### src/tfc_consts.svh
// Offsets, field positions, frame sizes and poll default of the feature control block
`ifndef TFC_CONSTS_SVH
`define TFC_CONSTS_SVH

// Byte offsets of the registers
`define TFC_OFF_FEAT 12'h000
`define TFC_OFF_CTRL 12'h004
`define TFC_OFF_STAT 12'h008

// Feature/event register fields
`define TFC_B_LEGACY 15
`define TFC_B_FIXED1 14
`define TFC_B_POLLDIS 12
`define TFC_B_APAD 11
`define TFC_B_ASTRIP 10
`define TFC_B_MISS_OVF 9
`define TFC_B_MISS_MASK 8
`define TFC_B_UCMD 7
`define TFC_B_UFLAG 6
`define TFC_B_RCCO 5
`define TFC_B_RCCOM 4
`define TFC_B_TXS 3
`define TFC_B_TXSM 2

// Control register fields
`define TFC_B_IRQ_EN 0
`define TFC_B_SRESET 1
`define TFC_B_STOP 2
`define TFC_B_DEMAND 3

// Status register fields
`define TFC_B_TX_RUN 0
`define TFC_B_IRQ_ANY 1
`define TFC_B_DMDPEND 2

// Frame sizes in bytes
`define TFC_MIN_FRAME 8'h40
`define TFC_FCS_LEN 8'h04

// Default automatic poll interval in cycles
`define TFC_POLL_CYC 1600

`endif

### src/tfc_pkg.sv
// Types shared by the feature control block
package tfc_pkg;

  // One-hot register select
  typedef enum logic [3:0] {
    TFC_SEL_NONE = 4'b0001,
    TFC_SEL_FEAT = 4'b0010,
    TFC_SEL_CTRL = 4'b0100,
    TFC_SEL_STAT = 4'b1000
  } tfc_sel_t;

endpackage

### src/tfc_feature_ctrl.sv
// Test and feature control register with APB access and tx poll logic
`timescale 1ns/100ps
`include "tfc_consts.svh"

module tfc_feature_ctrl
  import tfc_pkg::*;
#(
  parameter int POLL_CYC = `TFC_POLL_CYC
) (
  input wire logic pclk, // APB clock
  input wire logic presetn, // Async reset, low
  input wire logic psel, // APB select
  input wire logic penable, // APB access phase
  input wire logic pwrite, // APB write
  input wire logic [11:0] paddr, // APB byte address
  input wire logic [31:0] pwdata, // APB write data
  output logic [31:0] prdata, // APB read data
  output logic pready, // APB ready
  output logic pslverr, // APB error
  input wire logic transmitter_on, // Tx engine running
  input wire logic missed_ctr_wrap, // Missed counter wrapped
  input wire logic rx_coll_ctr_wrap, // Collision counter wrapped
  input wire logic tx_frame_begin, // Tx frame started
  input wire logic rx_activity_done, // Receive activity ended
  input wire logic tx_check_seq_disable, // Global fcs disable
  input wire logic desc_add_check_seq, // Descriptor adds fcs
  input wire logic [10:0] tx_frame_len, // Tx bytes without fcs
  output logic tx_poll_req, // One-cycle poll request
  output logic [7:0] tx_pad_bytes, // Pad bytes to append
  output logic tx_append_fcs, // Append fcs after pad
  output logic rx_strip_pad_fcs, // Receiver strips pad, fcs
  output logic soft_reset_pulse, // Soft reset to others
  output logic stop_pulse, // Stop command to others
  output logic irq // Interrupt request
);

  // Parameter sanity
  // The interval timer is 16 bits wide and must count at least once
  generate
    if (POLL_CYC < 2 || POLL_CYC > 65535) begin : g_bad
      $error("POLL_CYC out of range");
    end
  endgenerate

  // Register bits
  logic legacy_bit;
  logic tx_poll_disable;
  logic tx_auto_pad_en;
  logic rx_auto_strip_en;
  logic missed_ctr_ovf_flag;
  logic missed_ctr_ovf_mask;
  logic user_irq_command;
  logic user_irq_flag;
  logic rx_coll_ctr_ovf_flag;
  logic rx_coll_ctr_ovf_mask;
  logic tx_start_flag;
  logic tx_start_mask;
  logic global_irq_enable;
  logic tx_demand;
  logic combined_irq_flag;
  logic [15:0] poll_cnt;
  logic poll_due;
  logic rx_poll_pend; // Receive poll waiting to be served
  logic poll_reason; // Any reason to poll this cycle

  // Bus decode
  tfc_sel_t sel;
  logic setup;
  logic wr;
  logic wr_feat;
  logic wr_ctrl;
  logic [31:0] rd_val;
  logic soft_rst;
  logic stop_cmd;
  logic [7:0] short_gap;
  logic is_short;

  assign setup = psel & ~penable;
  assign wr = psel & penable & pwrite;

  // One-hot select from address
  // Only the three word offsets decode; anything else reads zero
  always_comb begin
    case (paddr)
      `TFC_OFF_FEAT: sel = TFC_SEL_FEAT;
      `TFC_OFF_CTRL: sel = TFC_SEL_CTRL;
      `TFC_OFF_STAT: sel = TFC_SEL_STAT;
      default: sel = TFC_SEL_NONE;
    endcase
  end

  assign wr_feat = wr & (sel == TFC_SEL_FEAT);
  assign wr_ctrl = wr & (sel == TFC_SEL_CTRL);

  // Zero wait states; unmapped address errors
  assign pready = 1'b1;
  assign pslverr = psel & penable & (sel == TFC_SEL_NONE);

  // Commands written as one-shot ones
  assign soft_rst = wr_ctrl & pwdata[`TFC_B_SRESET];
  assign stop_cmd = wr_ctrl & pwdata[`TFC_B_STOP];

  // Forward commands to the rest of the controller
  // Registered so the others see a clean one-cycle pulse
  always_ff @(posedge pclk or negedge presetn) begin
    if (!presetn) begin
      soft_reset_pulse <= 1'b0;
      stop_pulse <= 1'b0;
    end else begin
      soft_reset_pulse <= soft_rst;
      stop_pulse <= stop_cmd;
    end
  end

  // Enables and legacy bit: stop leaves them alone
  // A write updates every feature bit at once; there are no byte lanes
  always_ff @(posedge pclk or negedge presetn) begin
    if (!presetn) begin
      legacy_bit <= 1'b0;
      tx_poll_disable <= 1'b0;
      tx_auto_pad_en <= 1'b0;
      rx_auto_strip_en <= 1'b0;
    end else if (soft_rst) begin
      legacy_bit <= 1'b0;
      tx_poll_disable <= 1'b0;
      tx_auto_pad_en <= 1'b0;
      rx_auto_strip_en <= 1'b0;
    end else if (wr_feat) begin
      legacy_bit <= pwdata[`TFC_B_LEGACY];
      tx_poll_disable <= pwdata[`TFC_B_POLLDIS];
      tx_auto_pad_en <= pwdata[`TFC_B_APAD];
      rx_auto_strip_en <= pwdata[`TFC_B_ASTRIP];
    end
  end

  // Masks come up set so nothing interrupts before software is ready
  always_ff @(posedge pclk or negedge presetn) begin
    if (!presetn) begin
      missed_ctr_ovf_mask <= 1'b1;
      rx_coll_ctr_ovf_mask <= 1'b1;
      tx_start_mask <= 1'b1;
    end else if (soft_rst) begin
      missed_ctr_ovf_mask <= 1'b1;
      rx_coll_ctr_ovf_mask <= 1'b1;
      tx_start_mask <= 1'b1;
    end else if (wr_feat) begin
      missed_ctr_ovf_mask <= pwdata[`TFC_B_MISS_MASK];
      rx_coll_ctr_ovf_mask <= pwdata[`TFC_B_RCCOM];
      tx_start_mask <= pwdata[`TFC_B_TXSM];
    end
  end

  // Event flags: a write of one clears, a new event wins
  // Stop and soft reset beat a same-cycle event
  always_ff @(posedge pclk or negedge presetn) begin
    if (!presetn) begin
      missed_ctr_ovf_flag <= 1'b0;
      rx_coll_ctr_ovf_flag <= 1'b0;
      tx_start_flag <= 1'b0;
    end else if (soft_rst || stop_cmd) begin
      missed_ctr_ovf_flag <= 1'b0;
      rx_coll_ctr_ovf_flag <= 1'b0;
      tx_start_flag <= 1'b0;
    end else begin
      missed_ctr_ovf_flag <= missed_ctr_wrap |
        (missed_ctr_ovf_flag & ~(wr_feat & pwdata[`TFC_B_MISS_OVF]));
      rx_coll_ctr_ovf_flag <= rx_coll_ctr_wrap |
        (rx_coll_ctr_ovf_flag & ~(wr_feat & pwdata[`TFC_B_RCCO]));
      tx_start_flag <= tx_frame_begin |
        (tx_start_flag & ~(wr_feat & pwdata[`TFC_B_TXS]));
    end
  end

  // User interrupt command and flag
  // Clearing the flag also drops the command, else it would re-set at once
  always_ff @(posedge pclk or negedge presetn) begin
    if (!presetn) begin
      user_irq_command <= 1'b0;
      user_irq_flag <= 1'b0;
    end else if (soft_rst || stop_cmd) begin
      user_irq_command <= 1'b0;
      user_irq_flag <= 1'b0;
    end else if (wr_feat && pwdata[`TFC_B_UFLAG]) begin
      user_irq_command <= 1'b0;
      user_irq_flag <= 1'b0;
    end else begin
      if (wr_feat && pwdata[`TFC_B_UCMD]) begin
        user_irq_command <= 1'b1;
      end
      user_irq_flag <= user_irq_flag | user_irq_command;
    end
  end

  // Global interrupt enable; stop and soft reset both drop it
  always_ff @(posedge pclk or negedge presetn) begin
    if (!presetn) begin
      global_irq_enable <= 1'b0;
    end else if (soft_rst || stop_cmd) begin
      global_irq_enable <= 1'b0;
    end else if (wr_ctrl) begin
      global_irq_enable <= pwdata[`TFC_B_IRQ_EN];
    end
  end

  // Demand is held until a poll serves it; a new demand wins
  always_ff @(posedge pclk or negedge presetn) begin
    if (!presetn) begin
      tx_demand <= 1'b0;
    end else if (soft_rst || stop_cmd) begin
      tx_demand <= 1'b0;
    end else if (wr_ctrl && pwdata[`TFC_B_DEMAND]) begin
      tx_demand <= 1'b1;
    end else if (tx_poll_req) begin
      tx_demand <= 1'b0;
    end
  end

  // Combined flag from every unmasked source
  // Command and flag both count, so the request stands from the write on
  always_comb begin
    combined_irq_flag = (missed_ctr_ovf_flag & ~missed_ctr_ovf_mask) |
      (rx_coll_ctr_ovf_flag & ~rx_coll_ctr_ovf_mask) |
      (tx_start_flag & ~tx_start_mask) |
      user_irq_command |
      user_irq_flag;
  end

  // Interrupt output is registered, one cycle behind the flags
  always_ff @(posedge pclk or negedge presetn) begin
    if (!presetn) begin
      irq <= 1'b0;
    end else begin
      irq <= combined_irq_flag & global_irq_enable;
    end
  end

  // Automatic poll interval timer; only runs with the transmitter on
  // Any poll restarts it, so timer and demand polls never stack
  always_ff @(posedge pclk or negedge presetn) begin
    if (!presetn) begin
      poll_cnt <= 16'h0000;
    end else if (!transmitter_on || tx_poll_disable || tx_poll_req) begin
      poll_cnt <= 16'h0000;
    end else if (!poll_due) begin
      poll_cnt <= poll_cnt + 16'h0001;
    end
  end

  assign poll_due = (poll_cnt == 16'(POLL_CYC - 1));

  // Receive-done poll is remembered, so a pulse that meets a poll
  // in flight or a stopped transmitter is not lost
  always_ff @(posedge pclk or negedge presetn) begin
    if (!presetn) begin
      rx_poll_pend <= 1'b0;
    end else if (soft_rst || stop_cmd) begin
      rx_poll_pend <= 1'b0;
    end else if (rx_activity_done) begin
      rx_poll_pend <= 1'b1;
    end else if (tx_poll_req) begin
      rx_poll_pend <= 1'b0;
    end
  end

  // Every reason for a poll; the transmitter gate is applied below
  assign poll_reason = (poll_due & ~tx_poll_disable) |
    tx_demand |
    rx_poll_pend |
    rx_activity_done;

  // Poll request pulse; nothing while the transmitter is off
  // Never two in a row: the cycle after a request is always quiet
  always_ff @(posedge pclk or negedge presetn) begin
    if (!presetn) begin
      tx_poll_req <= 1'b0;
    end else if (tx_poll_req || !transmitter_on) begin
      tx_poll_req <= 1'b0;
    end else begin
      tx_poll_req <= poll_reason;
    end
  end

  // Short frame check: length without fcs below 60 bytes
  // Only the low byte feeds the pad count; a short frame never exceeds it
  assign short_gap = `TFC_MIN_FRAME - `TFC_FCS_LEN;
  assign is_short = tx_frame_len < {3'b000, short_gap};

  // Padding and fcs control, registered toward the transmitter
  always_ff @(posedge pclk or negedge presetn) begin
    if (!presetn) begin
      tx_pad_bytes <= 8'h00;
      tx_append_fcs <= 1'b1;
    end else if (tx_auto_pad_en && is_short) begin
      tx_pad_bytes <= short_gap - tx_frame_len[7:0];
      tx_append_fcs <= 1'b1;
    end else begin
      tx_pad_bytes <= 8'h00;
      tx_append_fcs <= ~tx_check_seq_disable | desc_add_check_seq;
    end
  end

  // Strip control follows the enable
  always_ff @(posedge pclk or negedge presetn) begin
    if (!presetn) begin
      rx_strip_pad_fcs <= 1'b0;
    end else begin
      rx_strip_pad_fcs <= rx_auto_strip_en;
    end
  end

  // Read mux; reserved bits read as zero
  always_comb begin
    rd_val = 32'h0000_0000;
    case (sel)
      TFC_SEL_FEAT: begin
        rd_val[`TFC_B_LEGACY] = legacy_bit;
        rd_val[`TFC_B_FIXED1] = 1'b1;
        rd_val[`TFC_B_POLLDIS] = tx_poll_disable;
        rd_val[`TFC_B_APAD] = tx_auto_pad_en;
        rd_val[`TFC_B_ASTRIP] = rx_auto_strip_en;
        rd_val[`TFC_B_MISS_OVF] = missed_ctr_ovf_flag;
        rd_val[`TFC_B_MISS_MASK] = missed_ctr_ovf_mask;
        rd_val[`TFC_B_UCMD] = user_irq_command;
        rd_val[`TFC_B_UFLAG] = user_irq_flag;
        rd_val[`TFC_B_RCCO] = rx_coll_ctr_ovf_flag;
        rd_val[`TFC_B_RCCOM] = rx_coll_ctr_ovf_mask;
        rd_val[`TFC_B_TXS] = tx_start_flag;
        rd_val[`TFC_B_TXSM] = tx_start_mask;
      end
      TFC_SEL_CTRL: begin
        rd_val[`TFC_B_IRQ_EN] = global_irq_enable;
      end
      TFC_SEL_STAT: begin
        rd_val[`TFC_B_TX_RUN] = transmitter_on;
        rd_val[`TFC_B_IRQ_ANY] = combined_irq_flag;
        rd_val[`TFC_B_DMDPEND] = tx_demand;
      end
      default: begin
        rd_val = 32'h0000_0000;
      end
    endcase
  end

  // Read data captured in the setup cycle
  // A flag that sets during the access cycle shows on the next read
  always_ff @(posedge pclk or negedge presetn) begin
    if (!presetn) begin
      prdata <= 32'h0000_0000;
    end else if (setup && !pwrite) begin
      prdata <= rd_val;
    end
  end

endmodule // tfc_feature_ctrl

### config.mk
export PLATFORM = sky130hd
export DESIGN_NAME = tfc_feature_ctrl
export DESIGN_NICKNAME = d
export VERILOG_FILES = /design/src/tfc_pkg.sv /design/src/tfc_feature_ctrl.sv
export VERILOG_INCLUDE_DIRS = /design/src /design/src/src
export SDC_FILE = /design/constraint.sdc
export NUM_CORES = 1
export LEC_CHECK = 0
export ABC_CLOCK_PERIOD_IN_PS = 2590
export BUFFER_PORTS_ARGS = -buffer_cell sky130_fd_sc_hd__buf_2
export CAP_MARGIN = 25
export CELL_PAD_IN_SITES_DETAIL_PLACEMENT = 2
export CELL_PAD_IN_SITES_GLOBAL_PLACEMENT = 2
export CORE_MARGIN = 2
export CORE_UTILIZATION = 29
export CTS_BUF_LIST = sky130_fd_sc_hd__clkbuf_16
export DETAILED_ROUTE_END_ITERATION = 10
export PLACE_DENSITY_LB_ADDON = 0.1
export SLEW_MARGIN = 10
export SYNTH_ARGS = -nofsm -noshare
export SYNTH_HDL_FRONTEND = slang
export SYNTH_SLANG_ARGS = --single-unit
### constraint.sdc
create_clock -name pclk -period 2.59 [get_ports pclk]
set_clock_uncertainty 0.05 [all_clocks]
set_input_delay 0.1295 -clock pclk [delete_from_list [all_inputs] [get_ports pclk]]
set_output_delay 0.1295 -clock pclk [all_outputs]
set_load 0.02 [all_outputs]
==> flow_metrics.py <==
metrics = {
    "run_status": {
        "status": "completed",
    },
    "power_and_ir_drop": {
        "powerDensity_mw_per_mm2": 635,
        "leakage_nw": 1.85,
        "irDropWorstVdd_uv": 379,
    },
    "worst_setup_path": {
        "cp_max_fo": 10,
        "critPathRequiredTime_ps": 2730,
        "end_kind": "register",
        "start_kind": "register",
        "critPathKind": "reg -> reg",
        "critPathArrivalTime_ps": 2250,
    },
    "cells_and_area": {
        "top_register": "poll_cnt",
        "fillCellCount": 1087,
        "finalNonFillerCells": 504,
        "final_common_cell": "buf_2",
        "layout_common_cells": "buf_2 (78), dfrtp_1 (56), nor2_1 (32), conb_1 (20), nand2_1 (17)",
        "area_growth_pct": 33.0,
        "num_antenna_cells": 0,
        "largest_registers": "poll_cnt: 16 flops, prdata: 15 flops, tx_pad_bytes: 8 flops",
        "num-nets-final": 435,
        "drive_above_1_share_pct": 32.1,
        "largest_reg_flops": 16,
    },
    "sta": {
        "finalHoldViolations": 0,
        "slew-limit-headroom_pct": 43.8,
        "fin_crit_ps": 2110,
        "setup_viol": 0,
        "holdWs_ps": 6.77,
        "worst_slew_pin_slew_ps": 843,
        "final.period_utilization_pct": 81.4,
        "fin_tns_setup_ps": 0,
        "report.final.slew_viol_count": 0,
        "layout_setup_ws_ps": 483,
        "rsz0062_at_grt": "no",
        "max_clock_freq_mhz": 475,
    },
    "floorplan": {
        "die_area_mm2": 0.0106,
        "die_h_um": 103,
        "placementRows": 36,
        "initial_core_util_pct": 29.6,
        "core_area_mm2": 0.00964,
        "die_w_um": 103,
        "ios": 115,
    },
    "global_route": {
        "grt_pass1_wl_um": 12900,
        "grt_max_degree": 36,
        "first_global_vias": 2550,
        "antenna_found_initial": 0,
        "overflow": 0,
        "grt_usage_pct": 15.8,
    },
    "route": {
        "drtPass1Iterations": 4,
        "vias": 2348,
        "drtIter0Drc": 41,
        "via_per_inst": 4.66,
        "wire_per_inst_um": 15.8,
        "routed_wl_um": 7960,
        "drtAntennaViolNets": 0,
        "drc_errors": 0,
    },
    "logic_synthesis": {
        "synthFlopType": "dfrtp_1",
        "synth-edff-count": 0,
        "async_reset_ff_share_pct": 100,
        "syn_area_mm2": 0.00285,
        "synthTopCellsByArea": "dfrtp_1 (49%), buf_4 (4.7%), nor2_1 (4.2%), dfstp_2 (3.7%), a22o_1 (3.7%)",
        "yosys.area.top_type": "dfrtp_1",
        "synth.distinct_cells": 49,
        "ys_ff_latch": 60,
        "synth_cells": 266,
        "ys_warn_count": 0,
        "syn_avg_cell_area_um2": 10.7,
        "synth_top_area_share_pct": 49.2,
        "yosysSeqAreaShare_pct": 52.9,
    },
    "cts": {
        "htree_levels": 3,
        "clk_latency_ps": 320,
        "root_buffer": "clkbuf_16",
        "cts_buffer_depth": 2,
        "clkSinkCount": 60,
        "cts_tree": "done",
        "cts_resized": 0,
        "numCtsBuffers": 9,
        "cts.clk_slew.worst_paths_ps": 50,
        "post-cts-setup-buffers": 0,
        "cts_hold_buf": 11,
    },
    "hold_path": {
        "hold_class": "in -> reg",
    },
    "flow_run": {
        "cap_viol_max_count": 0,
    },
    "placement": {
        "portBuffers": 78,
        "place_congestion": 0.720,
        "dp_hpwl_um": 5740,
        "placed_cells": 477,
        "pre_cts_ws_ps": 454,
    },
}
[cells by family (layout without fill, tap and decap cells)]
family                     after synthesis  count (layout)  synth area share, %
adders and majority gates                2               2                0.878
xor gates and xnor gates                11              11                 3.38
DFF                                     60              60                 52.9
and+or+nand+nor                        105             105                 21.5
AOI/OAI and AO/OA                       40              40                 10.3
buffers and inverters                   37             124                 7.64
muxes                                    9               9                 3.16
other                                    2              20                0.263
[final cells by class]
class | count | area [um2] | share of cell area (%)
Tap cell | 133 | 166 | 4.39
Clock inverter | 7 | 98.8 | 2.61
Clock buffer | 9 | 225 | 5.94
Sequential cell | 60 | 1510 | 39.7
Inverter | 13 | 48.8 | 1.29
Timing Repair Buffer | 95 | 546 | 14.4
Multi-Input combinational cell | 187 | 1200 | 31.6
[cells in the mapped netlist, types with 4 or more instances]
library cell	number
a21oi_1	8
nor2_1	32
nand3_1	7
or4_4	4
a22o_1	12
nand2_1	17
dfrtp_1	56
nor4_4	4
o21ai_0	4
inv_1	13
nor4_1	8
buf_4	18
dfstp_2	4
nor3_1	8
mux2i_1	9
nand4_1	4
nand2b_1	4
xnor2_1	9
[through the flow]
| stage | instance area [um2] | power (mW) | util (%) |
|---|---|---|---|
| after detailed placement | 3360 | 1.12 | 34.8 |
| final | 3790 | 2.41 | 39.3 |
| after global placement | 3360 | 1.12 | 34.8 |
| after global routing | 3790 | 2.50 | 39.3 |
| after CTS | 3790 | 2.44 | 39.3 |
| after floorplan | 2920 | 1.06 | - |
[metal layers]
metal,track usage [%],wire length [um],vias up
met2,26.9,4080,55
met4,4.55,76,0
met3,4.07,357,4
met1,19.9,3450,1184
met5,0,0,-
li1,-,-,1105
[critical path: stages (launching register included)]
cell,delay [ps]
dfrtp_1,420
or4_4,560
nor4_4,630
mux2i_1,260
nor2_1,60
[report_power, final]
part,switching [mW],total [mW],internal (mW)
clock network,0.442,1.29,0.846
logic,0.104,0.165,0.0608
registers,0.00577,0.953,0.947
total,0.552,2.41,1.85
[final timing paths]
kind	start	cells past startpoint	slack, ps	endpoint
setup / recovery	poll_cnt[11]$_DFFE_PN0P_	4	480	poll_cnt[1]$_DFFE_PN0P_
hold / removal	pwdata[0]	3	7	global_irq_enable$_DFFE_PN0P_
setup reg to reg	poll_cnt[11]$_DFFE_PN0P_	4	480	poll_cnt[1]$_DFFE_PN0P_
hold reg to reg	rx_auto_strip_en$_DFFE_PN0P_	0	370	rx_strip_pad_fcs$_DFF_PN0_
max in group asynchronous	presetn	3	1290	tx_start_mask$_DFFE_PN1P_
min in group asynchronous	presetn	2	410	poll_cnt[7]$_DFFE_PN0P_
No activity file was read; power rests on OpenSTA's default activity.
